[src/rtl/cies_pkg.sv]
// package: opcodes, field positions, widths and reset values of the execute subset
package cies_pkg;
    localparam int CIES_IW = 12;
    localparam int CIES_DW = 8;
    localparam int CIES_PCW = 11;
    localparam int CIES_FAW = 5;
    // field positions of the byte-oriented, literal and branch forms and the status page
    localparam int CIES_DEST_BIT = 5;
    localparam int CIES_FA_LSB = 0;
    localparam int CIES_LIT8_MSB = 7;
    localparam int CIES_LIT9_MSB = 8;
    localparam int CIES_STAT_PG_LSB = 5;
    // full-word opcodes
    localparam logic [11:0] CIES_OP_CLRACC = 12'h040;
    localparam logic [11:0] CIES_OP_WDCLR = 12'h004;
    localparam logic [11:0] CIES_OP_NOP = 12'h000;
    // byte-oriented opcodes, bits 11:6
    localparam logic [5:0] CIES_OP6_COMP = 6'h09;
    localparam logic [5:0] CIES_OP6_DEC = 6'h03;
    localparam logic [5:0] CIES_OP6_DECSZ = 6'h0b;
    localparam logic [5:0] CIES_OP6_INC = 6'h0a;
    localparam logic [5:0] CIES_OP6_INCSZ = 6'h0f;
    localparam logic [5:0] CIES_OP6_ORF = 6'h04;
    localparam logic [5:0] CIES_OP6_MOVE_REGISTER_OP = 6'h08;
    // literal forms
    localparam logic [3:0] CIES_OP4_ORL = 4'hd;
    localparam logic [2:0] CIES_OP3_BRA = 3'h5;
    // reset values and unit increments
    localparam logic [7:0] CIES_ACC_RST = 8'h00;
    localparam logic [10:0] CIES_PC_RST = 11'h000;
    localparam logic [7:0] CIES_ONE8 = 8'h01;
    localparam logic [10:0] CIES_ONE11 = 11'h001;
    typedef enum logic [1:0] {CIES_EXEC, CIES_FLUSH} cies_state_t;
endpackage

[src/rtl/cies_alu.sv]
// alu: byte results and zero detect for the decoded subset
`timescale 1ns/1ps
`default_nettype none
module cies_alu (
    input wire logic [7:0] i_acc,
    input wire logic [7:0] i_fdat,
    input wire logic [7:0] i_lit,
    input wire logic [2:0] i_sel,
    output logic [7:0] o_res,
    output logic o_zero
);
    // select codes: 0 move, 1 complement, 2 decrement, 3 increment, 4 or file, 5 or literal, 6 clear
    logic [7:0] dec_v;
    logic [7:0] inc_v;
    // wrap through all ones comes free from 8-bit arithmetic
    assign dec_v = i_fdat - 8'h01;
    assign inc_v = i_fdat + 8'h01;
    always_comb begin
        unique case (i_sel)
            3'h0: o_res = i_fdat;
            3'h1: o_res = ~i_fdat;
            3'h2: o_res = dec_v;
            3'h3: o_res = inc_v;
            3'h4: o_res = i_acc | i_fdat;
            3'h5: o_res = i_acc | i_lit;
            default: o_res = 8'h00;
        endcase
    end
    // zero flag source for every updating opcode
    assign o_zero = (o_res == 8'h00);
endmodule
`default_nettype wire

[src/rtl/cies_core.sv]
// core execute stage for the instruction subset
`timescale 1ns/1ps
`default_nettype none
module cies_core (
    input wire logic I_CLK,
    input wire logic I_RST,
    input wire logic [cies_pkg::CIES_IW-1:0] I_INSTR,
    input wire logic [cies_pkg::CIES_DW-1:0] I_FILE_RDATA,
    input wire logic [1:0] I_STATUS_PAGE,
    input wire logic I_PRESCALER_TO_WDOG,
    output logic [cies_pkg::CIES_PCW-1:0] O_PC,
    output logic [cies_pkg::CIES_FAW-1:0] O_FILE_ADDR,
    output logic O_FILE_WE,
    output logic [cies_pkg::CIES_DW-1:0] O_FILE_WDATA,
    output logic [cies_pkg::CIES_DW-1:0] O_ACC,
    output logic O_ZERO_WE,
    output logic O_ZERO_VAL,
    output logic O_WDOG_CLR,
    output logic O_PRESCALER_CLR,
    output logic O_FLAGS_SET,
    output logic O_FLUSH
);
    import cies_pkg::*;
    cies_state_t state_r;
    cies_state_t state_nxt;
    logic [10:0] pc_r;
    logic [10:0] pc_nxt;
    logic [7:0] acc_r;
    logic clracc;
    logic wdclr;
    logic bytop;
    logic skipop;
    logic zupd;
    logic branch;
    logic orlit;
    logic [2:0] sel;
    logic [7:0] res;
    logic zero;
    logic dest_file;
    logic exec;
    logic skip_hit;

    // opcode classification
    cies_dec u_dec (
        .i_ins(I_INSTR),
        .o_clracc(clracc),
        .o_wdclr(wdclr),
        .o_bytop(bytop),
        .o_skipop(skipop),
        .o_zupd(zupd),
        .o_branch(branch),
        .o_orlit(orlit),
        .o_sel(sel)
    );

    // result datapath
    cies_alu u_alu (
        .i_acc(acc_r),
        .i_fdat(I_FILE_RDATA),
        .i_lit(I_INSTR[CIES_LIT8_MSB:0]),
        .i_sel(sel),
        .o_res(res),
        .o_zero(zero)
    );

    // a flushed word is executed as a no-operation, so nothing may act on it
    assign exec = (state_r == CIES_EXEC);
    assign dest_file = I_INSTR[CIES_DEST_BIT];
    assign O_FILE_ADDR = I_INSTR[CIES_FAW-1+CIES_FA_LSB:CIES_FA_LSB];
    assign O_FILE_WE = exec && bytop && dest_file;
    assign O_FILE_WDATA = res;
    assign O_ZERO_WE = exec && zupd;
    assign O_ZERO_VAL = zero;
    assign O_WDOG_CLR = exec && wdclr;
    assign O_FLAGS_SET = exec && wdclr;
    // prescaler only when it serves the watchdog
    assign O_PRESCALER_CLR = exec && wdclr && I_PRESCALER_TO_WDOG;
    assign skip_hit = exec && skipop && zero;
    assign O_FLUSH = !exec;
    assign O_PC = pc_r;
    assign O_ACC = acc_r;

    // next program counter and flush state
    always_comb begin
        state_nxt = CIES_EXEC;
        pc_nxt = pc_r + CIES_ONE11;
        if (exec && branch) begin
            // literal and page bits, second cycle flushed
            pc_nxt = {I_STATUS_PAGE, I_INSTR[CIES_LIT9_MSB:0]};
            state_nxt = CIES_FLUSH;
        end else if (skip_hit) begin
            state_nxt = CIES_FLUSH;
        end
    end

    // accumulator update: a limitation is that a file write to itself is the caller's job
    always_ff @(posedge I_CLK or posedge I_RST) begin
        if (I_RST) begin
            acc_r <= CIES_ACC_RST;
        end else if (exec && (clracc || orlit || (bytop && !dest_file))) begin
            // clear, or literal, or any byte op with accumulator destination
            acc_r <= res;
        end
    end

    // sequencing registers
    always_ff @(posedge I_CLK or posedge I_RST) begin
        if (I_RST) begin
            pc_r <= CIES_PC_RST;
            state_r <= CIES_EXEC;
        end else begin
            pc_r <= pc_nxt;
            state_r <= state_nxt;
        end
    end

    // opcode field seen by the checks, kept apart from the decoder
    logic [5:0] op6_w;
    assign op6_w = I_INSTR[11:6];
endmodule
`default_nettype wire

[src/rtl/cies_dec.sv]
// decoder: opcode classification of the fetched word
`timescale 1ns/1ps
`default_nettype none
module cies_dec (
    input wire logic [11:0] i_ins,
    output logic o_clracc,
    output logic o_wdclr,
    output logic o_bytop,
    output logic o_skipop,
    output logic o_zupd,
    output logic o_branch,
    output logic o_orlit,
    output logic [2:0] o_sel
);
    import cies_pkg::*;
    logic [5:0] op6;
    assign op6 = i_ins[11:6];
    assign o_clracc = (i_ins == CIES_OP_CLRACC);
    assign o_wdclr = (i_ins == CIES_OP_WDCLR);
    assign o_orlit = (i_ins[11:8] == CIES_OP4_ORL);
    assign o_branch = (i_ins[11:9] == CIES_OP3_BRA);
    assign o_skipop = (op6 == CIES_OP6_DECSZ) || (op6 == CIES_OP6_INCSZ);
    assign o_bytop = o_skipop || (op6 == CIES_OP6_COMP) || (op6 == CIES_OP6_DEC) ||
        (op6 == CIES_OP6_INC) || (op6 == CIES_OP6_ORF) || (op6 == CIES_OP6_MOVE_REGISTER_OP);
    // skip forms leave status alone
    // move updates zero, skips do not
    assign o_zupd = o_clracc || o_orlit || (o_bytop && !o_skipop);
    always_comb begin
        if (o_clracc) begin
            o_sel = 3'h6;
        end else if (o_orlit) begin
            o_sel = 3'h5;
        end else if (op6 == CIES_OP6_COMP) begin
            o_sel = 3'h1;
        end else if (op6 == CIES_OP6_DEC || op6 == CIES_OP6_DECSZ) begin
            o_sel = 3'h2;
        end else if (op6 == CIES_OP6_INC || op6 == CIES_OP6_INCSZ) begin
            o_sel = 3'h3;
        end else if (op6 == CIES_OP6_ORF) begin
            o_sel = 3'h4;
        end else begin
            o_sel = 3'h0;
        end
    end
endmodule
`default_nettype wire

[config.mk]
export PLATFORM = sky130hd
export DESIGN_NAME = cies_core
export DESIGN_NICKNAME = d
export VERILOG_FILES = /design/src/rtl/cies_pkg.sv /design/src/rtl/cies_alu.sv /design/src/rtl/cies_core.sv /design/src/rtl/cies_dec.sv
export SDC_FILE = /design/constraint.sdc
export NUM_CORES = 1
export LEC_CHECK = 0
export BUFFER_PORTS_ARGS = -buffer_cell sky130_fd_sc_hd__buf_2
export CORE_MARGIN = 1.5
export CORE_UTILIZATION = 46
export CTS_CLUSTER_DIAMETER = 60
export DETAILED_ROUTE_END_ITERATION = 8
export GPL_TIMING_DRIVEN = 0
export PLACE_DENSITY = 0.74
export SLEW_MARGIN = 20
export SYNTH_ARGS = -nofsm -noshare
export SYNTH_HDL_FRONTEND = slang
export SYNTH_SLANG_ARGS = --single-unit
[constraint.sdc]
create_clock -name I_CLK -period 3 [get_ports I_CLK]
set_clock_uncertainty 0.2 [all_clocks]
set_input_delay 0 -clock I_CLK [delete_from_list [all_inputs] [get_ports I_CLK]]
set_output_delay 0 -clock I_CLK [all_outputs]
set_load 0.05 [all_outputs]
==> flow_metrics.env, run 1 <==
export IMPL_violations="setup timing"
export IMPL_grt_max_degree=21
export IMPL_critPathArrivalTime_ns=2.83
export IMPL_path_class="primary input to primary output"
export IMPL_cp_cell_sequence="buf_12 -> xnor2_2 -> nand4_1 -> inv_1 -> fa_2 -> inv_2 -> a221o_1 -> a221o_2 -> or3_1 -> or4_4 -> nor2_4 -> buf_6"
export IMPL_track_usage_pct=26.5
export IMPL_synth_edff_count=0
export IMPL_io_buffers=63
export IMPL_drt_iter0_markers=169
export IMPL_power_leakage_nw=1.16
export IMPL_peakVddDrop_mv=0.429
export IMPL_dieArea_mm2=0.00441
export IMPL_hold_class="primary input to flip-flop"
export IMPL_cts_root_buf="clkbuf_8"
export IMPL_die_height_um=66.4
export IMPL_drc=0
export IMPL_core_mm2=0.00377
export IMPL_avgRoutedWirePerCell_um=15.8
export IMPL_slew_viol_final=0
export IMPL_nets=330
export IMPL_finish_utilization_pct=67.3
export IMPL_hold_viol=0
export IMPL_outcome="finished, violations left"
export IMPL_dieWidth_um=66.4
export IMPL_ys_flop_type="dfrtp_1"
export IMPL_overflow=0
export IMPL_ys_top_cells_by_count="nand2_1 (22), dfrtp_1 (20), nor2_1 (17)"
export IMPL_clock_sinks=20
export IMPL_vias=1991
export IMPL_drive_gt1_share_pct=39.3
export IMPL_power_density_mw_per_mm2=598
export IMPL_ys_seq_area_share_pct=27.0
export IMPL_row_count=22
export IMPL_tightest_slew_ns=0.805
export IMPL_end_kind="primary output"
export IMPL_synth_distinct_cells=60
export IMPL_clock_path_buffers=2
export IMPL_worstPathMaxFanout=4
export IMPL_rsz0062_at_grt="yes"
export IMPL_yosysTopAreaCellShare_pct=27.0
export IMPL_drt_total_wl_mm=5.41
export IMPL_dp_cells=322
export IMPL_final_min_clock_period_ns=3.03
export IMPL_initial_core_util_pct=49.1
export IMPL_syn_area_per_cell_um2=8.77
export IMPL_syn_num_nets=245
export IMPL_yosys_area_top_type="dfrtp_1"
export IMPL_area_growth_pct=37.2
export IMPL_cpPeakStageDelay_ns=0.56
export IMPL_cts_htree_levels=1
export IMPL_synthTopCellsByArea="dfrtp_1 (27%), ha_1 (5.4%), xnor2_1 (5.2%)"
export IMPL_setup_ws_ns=-0.0266
export IMPL_cp_start_kind="primary input"
export IMPL_place_hpwl_mm=3.95
export IMPL_gp_congestion=0.860
export IMPL_setup_viol=1
export IMPL_async_reset_ff_share_pct=100
export IMPL_path_clk_slew_ns=0.07
export IMPL_cp_data_required_time_ns=2.80
export IMPL_cts_tree="yes"
export IMPL_n_antenna_cell=0
export IMPL_grt_pass1_vias=1802
export IMPL_clk_latency_ns=0.27
export IMPL_place_worst_setup_slack_ns=-0.644
export IMPL_io_pins=64
export IMPL_period_share_pct=101
export IMPL_first_pass_iters=5
export IMPL_fmax_mhz=330
export IMPL_ys_warn_count=0
export IMPL_vias_per_cell=5.80
export IMPL_power_mw=1.52
export IMPL_instances_no_fill=343
export IMPL_synth_cells=211
export IMPL_synth_seq_cells=20
export IMPL_antenna_found_initial=0
export IMPL_max_slew_margin_rel_pct=46.3
export IMPL_antenna_left=0
export IMPL_synth_most_common_cell="nand2_1"
export IMPL_grt_pass1_wl_mm=8.80
export IMPL_crit_path_top_delay_cell="fa_2"
export IMPL_cap_viol_max_count=0
export IMPL_cts_inserted_buffers=3
export IMPL_syn_cell_area_mm2=0.00185
-- cell type report --
type                            count  area (um2)
Buffer                              9        56.3
Clock buffer                        4        55.1
Fill cell                         330        1230
Inverter                            7        26.3
Multi-Input combinational cell    171        1290
Sequential cell                    20         500
Tap cell                           48        60.1
Timing Repair Buffer               84         549
-- cell usage in the layout, fill, tap and decap left out, types with 3 or more instances in the layout --
master and n:
ha_1 8, nor3_1 4, o21ai_0 12, nand2b_1 3
nand3_1 5, mux2_2 8, xnor2_1 10, a221o_2 4
nand2_1 22, xor2_1 7, a21oi_1 7, or2_2 4
a21o_1 4, dlygate4sd3_1 14, a31oi_1 3, inv_1 6
clkbuf_8 4, buf_4 14, or4_4 3, a211o_1 3
nor2_1 15, buf_2 58, a221o_1 3, dfrtp_1 20
-- path summary, 6_finish.rpt --
kind	startpoint	end	slack, ns	depth (start not counted)
min reg2reg	O_ACC[2]	O_ACC[2]	0.33	1
max reg2reg	O_ACC[2]	state_r[0]	0.46	6
max	I_INSTR[6]	O_ZERO_VAL	-0.03	12
min in group asynchronous	I_RST	O_ACC[5]	0.23	3
max in group asynchronous	I_RST	O_PC[5]	1.87	3
min	I_FILE_RDATA[4]	O_ACC[4]	0.02	3
-- registers in the layout, indices dropped and copies added, names as in the netlist --
register	count
state_r	1
O_ACC	8
O_PC	11
-- power by group --
part | total, mW | switching, mW | leakage, nW | internal (mW)
clock network | 0.209 | 0.0922 | 0.0288 | 0.117
logic | 0.857 | 0.598 | 0.886 | 0.259
registers | 0.452 | 0.0902 | 0.242 | 0.362
-- routing by layer --
metal  vias up  track usage [%]  wire [um]
met5         -                0          0
met4         0             9.18         85
met3         9             3.58        399
met2        83             41.6       2600
met1       946             37.2       2330
li1        953                -          -
-- logic make-up (layout without fill, tap and decap cells) --
logic type | count (synthesis) | count (layout) | share of synthesized area, %
AOI/OAI and AO/OA | 58 | 58 | 23.7
xor gates and xnor gates | 18 | 18 | 8.52
adders and majority gates | 10 | 10 | 7.03
buffers and inverters | 20 | 104 | 5.68
DFF | 20 | 20 | 27.0
muxes | 8 | 8 | 4.87
and+or+nand+nor | 77 | 77 | 23.2
-- per-stage QoR --
| step | area [um2] | setup TNS, ns | hold WS, ns |
|---|---|---|---|
| final | 2540 | -0.0266 | 0.0164 |
| after global routing | 2540 | -0.137 | 0.0303 |
| after CTS | 2530 | 0 | 0.00917 |
| after detailed placement | 2270 | -1.26 | -0.00674 |
| after global placement | 2270 | -1.19 | -0.0128 |
| after floorplan | 1890 | -0.423 | -0.236 |
-- worst max-delay path: cells and delay by family --
family | cells | cell delay [ns]
AO/OA/AOI/OAI | 2 | 0.65
XOR/XNOR | 1 | 0.12
adder cells (fa/ha/maj) | 1 | 0.56
buffers and inverters | 4 | 0.41
AND/OR/NAND/NOR | 4 | 1.09
-- timing repair --
action | 4_1_cts | 5_1_grt
endpoints found under the hold margin | 33 | 0
gates resized for setup | 16 | 2
gates cloned | 0 | 0
hold buffers | 14 | 0
setup endpoints to repair | 2 | 2
pin swaps | 7 | 1
buffers inserted | 7 | 0
(Power assumes the default switching activity.)
==> run 2: changes to the inputs <==
CAP_MARGIN = 20   (was unset)
SYNTH_HIERARCHICAL = 1   (was unset)
==> flow_metrics.env, run 2 <==
export IMPL_outcome="finished, violations left"
export IMPL_violations="setup timing"
export IMPL_cap_viol_max_count=0
export IMPL_cts_inserted_buffers=3
export IMPL_path_depth=16
export IMPL_gp_congestion=0.836
export IMPL_drive_gt1_share_pct=44.9
export IMPL_io_buffers=62
export IMPL_ys_warn_count=6
export IMPL_overflow=0
export IMPL_yosysTopAreaCellShare_pct=26.6
export IMPL_syn_area_per_cell_um2=8.19
export IMPL_synth_cells=230
export IMPL_setup_ws_ns=-0.0998
export IMPL_place_worst_setup_slack_ns=-0.483
export IMPL_synth_seq_cells=20
export IMPL_async_reset_ff_share_pct=100
export IMPL_end_kind="primary output"
export IMPL_yosys_area_top_type="dfrtp_1"
export IMPL_ys_top_cells_by_count="nor2_1 (22), dfrtp_1 (20), nand2_1 (19)"
export IMPL_path_class="primary input to primary output"
export IMPL_hold_path_cell_count=5
export IMPL_synth_most_common_cell="nor2_1"
export IMPL_cp_start_kind="primary input"
export IMPL_max_slew_margin_rel_pct=45.9
export IMPL_grt_max_degree=21
export IMPL_dieArea_mm2=0.00449
export IMPL_initial_core_util_pct=47.4
export IMPL_drc=0
export IMPL_grt_pass1_vias=1887
export IMPL_cp_cell_sequence="buf_12 -> nor4_4 -> nand4_1 -> buf_4 -> nand3_4 -> nor2b_4 -> nand2_4 -> inv_2 -> fa_2 -> nand2b_4 -> a31oi_4 -> o22ai_4 -> or4_4 -> nor2_4 -> nor4b_4 -> buf_6"
export IMPL_n_fill_cell=304
export IMPL_critPathArrivalTime_ns=2.90
export IMPL_io_pins=64
export IMPL_cp_data_required_time_ns=2.80
export IMPL_tightest_slew_ns=0.811
export IMPL_place_hpwl_mm=3.95
export IMPL_synthTopCellsByArea="dfrtp_1 (27%), mux2_2 (4.8%), ha_1 (4.6%)"
export IMPL_postLayoutCellArea_mm2=0.00289
export IMPL_rsz0062_at_grt="yes"
export IMPL_grt_pass1_wl_mm=8.69
export IMPL_avgRoutedWirePerCell_um=14.7
export IMPL_final_min_clock_period_ns=3.10
export IMPL_worstPathMaxFanout=5
export IMPL_final_cell_mix="buf_2 (56), buf_4 (28), dfrtp_1 (20), nor2_1 (20), nand2_1 (18)"
export IMPL_vias=2110
export IMPL_nets=360
export IMPL_placed_area_mm2=0.00245
export IMPL_synth_edff_count=0
export IMPL_cpPeakStageDelay_ns=0.51
export IMPL_period_share_pct=103
export IMPL_first_pass_iters=5
export IMPL_power_leakage_nw=1.28
export IMPL_cp_buffers_inverters=4
export IMPL_fmax_mhz=323
export IMPL_clk_latency_ns=0.26
export IMPL_track_usage_pct=25.3
export IMPL_ys_seq_area_share_pct=26.6
export IMPL_hold_class="primary input to flip-flop"
export IMPL_die_height_um=67
export IMPL_n_antenna_cell=0
export IMPL_drt_total_wl_mm=5.51
export IMPL_largest_reg_flops=11
export IMPL_finish_utilization_pct=72.7
export IMPL_dieWidth_um=67
export IMPL_vias_per_cell=5.63
export IMPL_area_growth_pct=53.2
export IMPL_syn_num_nets=263
export IMPL_drt_iter0_markers=133
export IMPL_path_clk_slew_ns=0.08
export IMPL_antenna_left=0
export IMPL_setup_viol=2
export IMPL_r2r_setup_slack_ns=0.63
export IMPL_r2r_cells=8
export IMPL_peakVddDrop_mv=0.414
export IMPL_crit_path_top_delay_cell="or4_4"
export IMPL_slew_viol_final=0
export IMPL_ys_flop_type="dfrtp_1"
export IMPL_hold_viol=0
export IMPL_hold_ws_ns=0.0186
export IMPL_core_mm2=0.00397
export IMPL_synth_distinct_cells=59
export IMPL_antenna_found_initial=0
export IMPL_clock_sinks=20
export IMPL_layout_commonest_cell="buf_2"
export IMPL_clock_path_buffers=2
export IMPL_cts_root_buf="clkbuf_8"
export IMPL_power_density_mw_per_mm2=544
export IMPL_critPathTopFamily="simple AND/OR/NAND/NOR gates"
export IMPL_cts_tree="yes"
export IMPL_cts_htree_levels=1
export IMPL_row_count=23
export IMPL_syn_cell_area_mm2=0.00188
[run 2: cell types whose count changed in the layout (fill, tap and decap cells not counted), moves of 6 or more]
cell / delta
buf_4: +14
xnor2_1: -6
nor2b_1: +6
ha_1: -6
[run 2: kinds of logic (layout without fill, tap and decap cells)]
group           after synthesis  count (layout)  synth area share, %
compound gates               60              60                 22.0
xor+xnor                      7               7                 3.25
fa+ha+maj                     9               9                 6.31
buf+inv                      27             122                 7.77
flops                        20              20                 26.6
mux                          10              10                 5.84
simple gates                 97              97                 28.3
[run 2: path summary, 6_finish.rpt]
path	from	to
min	I_INSTR[11]	state_r[0]
max	I_INSTR[8]	O_ZERO_VAL
max reg2reg	O_ACC[0]	state_r[0]
max in group asynchronous	I_RST	O_ACC[4]
min reg2reg	O_PC[0]	O_PC[0]
min in group asynchronous	I_RST	O_PC[2]
[run 2: timing repair]
item	CTS	global route
pin swaps	17	15
endpoints found under the hold margin	31	0
hold buffers	12	0
buffers inserted	15	4
gates resized for setup	22	14
setup endpoints to repair	4	5
[run 2: cell type report]
type,count,area [um2],area share (%)
multi-input cells,183,1500,52.1
repair buffers,93,628,21.8
flip-flops and latches,20,500,17.3
plain buffers,13,103,3.55
well taps,50,62.6,2.17
inverters,13,48.8,1.69
clock buffers,3,41.3,1.43
[run 2: metrics by stage]
stage               power, mW  std cells  setup TNS, ns
floorplan                1.13        230         -0.628
global placement         1.33        342          -1.76
detailed placement       1.34        342          -1.69
CTS                      1.55        371         -0.184
global route             1.66        375         -0.409
finish                   1.57        375         -0.103
[run 2: worst register-to-register path: stages (launching register included)]
cell	delay, ns
dfrtp_1	0.40
a221o_1	0.30
a22o_1	0.22
or4_4	0.54
nor2_4	0.11
nor4b_4	0.24
buf_4	0.17
a21oi_2	0.04
nor2_1	0.09
[run 2: power by group]
group	switching (mW)	leakage (nW)	total, mW	internal (mW)
registers	0.114	0.236	0.477	0.363
clock network	0.0883	0.0216	0.178	0.0894
logic	0.633	1.02	0.915	0.282
[run 2: per-layer routing]
metal	GRT usage (%)	share of wire, %	vias up
li1	-	-	1040
met1	35.2	45	990
met2	42.0	48	80
met3	3.72	6.6	0
met4	3.57	0	0
met5	0	0	-
==> run 3: changes to the inputs <==
RECOVER_POWER = 100   (was unset)
==> flow_metrics.env, run 3 (synthesized netlist as in run 2, its figures left out) <==
export IMPL_n_antenna_cell=0
export IMPL_drc=0
export IMPL_placed_area_mm2=0.00245
export IMPL_gp_congestion=0.836
export IMPL_outcome="finished, violations left"
export IMPL_largest_reg_flops=11
export IMPL_dieArea_mm2=0.00449
export IMPL_io_pins=64
export IMPL_antenna_left=0
export IMPL_tightest_slew_ns=0.821
export IMPL_cts_tree="yes"
export IMPL_cts_htree_levels=1
export IMPL_final_min_clock_period_ns=3.10
export IMPL_io_buffers=62
export IMPL_peakVddDrop_mv=0.408
export IMPL_postLayoutCellArea_mm2=0.00283
export IMPL_end_kind="primary output"
export IMPL_antenna_found_initial=0
export IMPL_hold_class="primary input to flip-flop"
export IMPL_violations="setup timing"
export IMPL_initial_core_util_pct=47.4
export IMPL_drt_iter0_markers=112
export IMPL_regArea_um2=500
export IMPL_dieWidth_um=67
export IMPL_track_usage_pct=25.3
export IMPL_multi_input_area_mm2=0.00149
export IMPL_cp_data_required_time_ns=2.80
export IMPL_grt_pass1_vias=1887
export IMPL_vias=2117
export IMPL_grt_pass1_wl_mm=8.69
export IMPL_period_share_pct=103
export IMPL_overflow=0
export IMPL_row_count=23
export IMPL_layout_commonest_cell="clkbuf_1"
export IMPL_path_clk_slew_ns=0.08
export IMPL_drive_gt1_share_pct=34.2
export IMPL_nets=360
export IMPL_area_growth_pct=50.2
export IMPL_vias_per_cell=5.65
export IMPL_first_pass_iters=4
export IMPL_die_height_um=67
export IMPL_setup_viol=2
export IMPL_cts_root_buf="clkbuf_8"
export IMPL_drt_total_wl_mm=5.54
export IMPL_hold_viol=0
export IMPL_cts_inserted_buffers=3
export IMPL_power_density_mw_per_mm2=545
export IMPL_final_cell_mix="clkbuf_1 (34), buf_4 (28), buf_2 (24), dfrtp_1 (20), nor2_1 (20)"
export IMPL_n_fill_cell=332
export IMPL_rsz0062_at_grt="yes"
export IMPL_path_class="primary input to primary output"
export IMPL_setup_ws_ns=-0.0988
export IMPL_clock_path_buffers=2
export IMPL_power_leakage_nw=1.17
export IMPL_clk_latency_ns=0.26
export IMPL_clock_sinks=20
export IMPL_worstPathMaxFanout=5
export IMPL_place_hpwl_mm=3.95
export IMPL_core_mm2=0.00397
export IMPL_max_slew_margin_rel_pct=45.2
export IMPL_grt_max_degree=21
export IMPL_cp_start_kind="primary input"
export IMPL_cap_viol_max_count=0
export IMPL_critPathArrivalTime_ns=2.90
export IMPL_fmax_mhz=323
export IMPL_fin_setup_tns_ns=-0.101
export IMPL_slew_viol_final=0
export IMPL_avgRoutedWirePerCell_um=14.8
[run 3: cell types whose count changed in the layout (fill, tap and decap cells not counted), sizes merged]
cell    delta
buf       -34
clkbuf    +34
[run 3: cell type report]
type	count	share of cell area [%]
sequential	20	17.7
timing repair buffer	93	20.8
clock buffer	3	1.46
inverter	13	1.72
multi-input combinational	183	52.8
tap	50	2.21
buffer	13	3.36
[run 3: power breakdown]
part / switching [mW] / total (mW) / internal [mW]
clock network: 0.0891 / 0.179 / 0.0895
logic: 0.634 / 0.885 / 0.251
registers: 0.116 / 0.479 / 0.363
total: 0.839 / 1.54 / 0.703
[run 3: critical path, cell delays in order]
cell and delay [ns]:
buf_12 0.11, nor4_4 0.26, nand4_1 0.16, buf_4 0.18
nand3_4 0.09, nor2b_4 0.06, nand2_4 0.13, inv_2 0.05
fa_2 0.33, nand2b_4 0.17, a31oi_4 0.21, o22ai_4 0.10
or4_4 0.51, nor2_4 0.11, nor4b_4 0.24, buf_6 0.20
[run 3: timing repair]
action,CTS,global route
buffers inserted,15,4
resized for setup,22,14
pin swaps,17,15
endpoints found under the setup margin,4,5
hold endpoints to repair,31,0
hold buffers,12,0
gates cloned,0,0
[run 3: final timing paths]
path	start	end	slack [ns]	cells past startpoint
max reg2reg	O_ACC[0]	state_r[0]	0.63	8
min reg2reg	O_PC[0]	O_PC[0]	0.31	1
max in group asynchronous	I_RST	O_PC[3]	1.84	3
min	I_INSTR[11]	state_r[0]	0.02	5
max	I_INSTR[8]	O_ZERO_VAL	-0.1	16
min in group asynchronous	I_RST	O_ACC[7]	0.24	3
[run 3: metrics by stage]
step | hold slack (ns) | cells | utilization, % | power [mW] | setup slack (ns)
3_5_place_dp | 0.00130 | 342 | 61.7 | 1.34 | -0.483
4_1_cts | 0.0115 | 371 | 70.8 | 1.55 | -0.141
2_1_floorplan | -0.236 | 230 | - | 1.13 | -0.477
5_1_grt | 0.0697 | 375 | 71.3 | 1.62 | -0.243
3_3_place_gp | -0.0123 | 342 | 61.7 | 1.33 | -0.486
6_report | 0.0181 | 375 | 71.3 | 1.54 | -0.0988
[run 3: layer usage]
metal / GRT usage, % / vias to the layer above / part of all wire [%]
met3: 3.72 / 2 / 5.2
met2: 42.0 / 76 / 47
met4: 3.57 / 0 / 0.38
met1: 35.2 / 1000 / 47
li1: - / 1039 / -
met5: 0 / - / 0
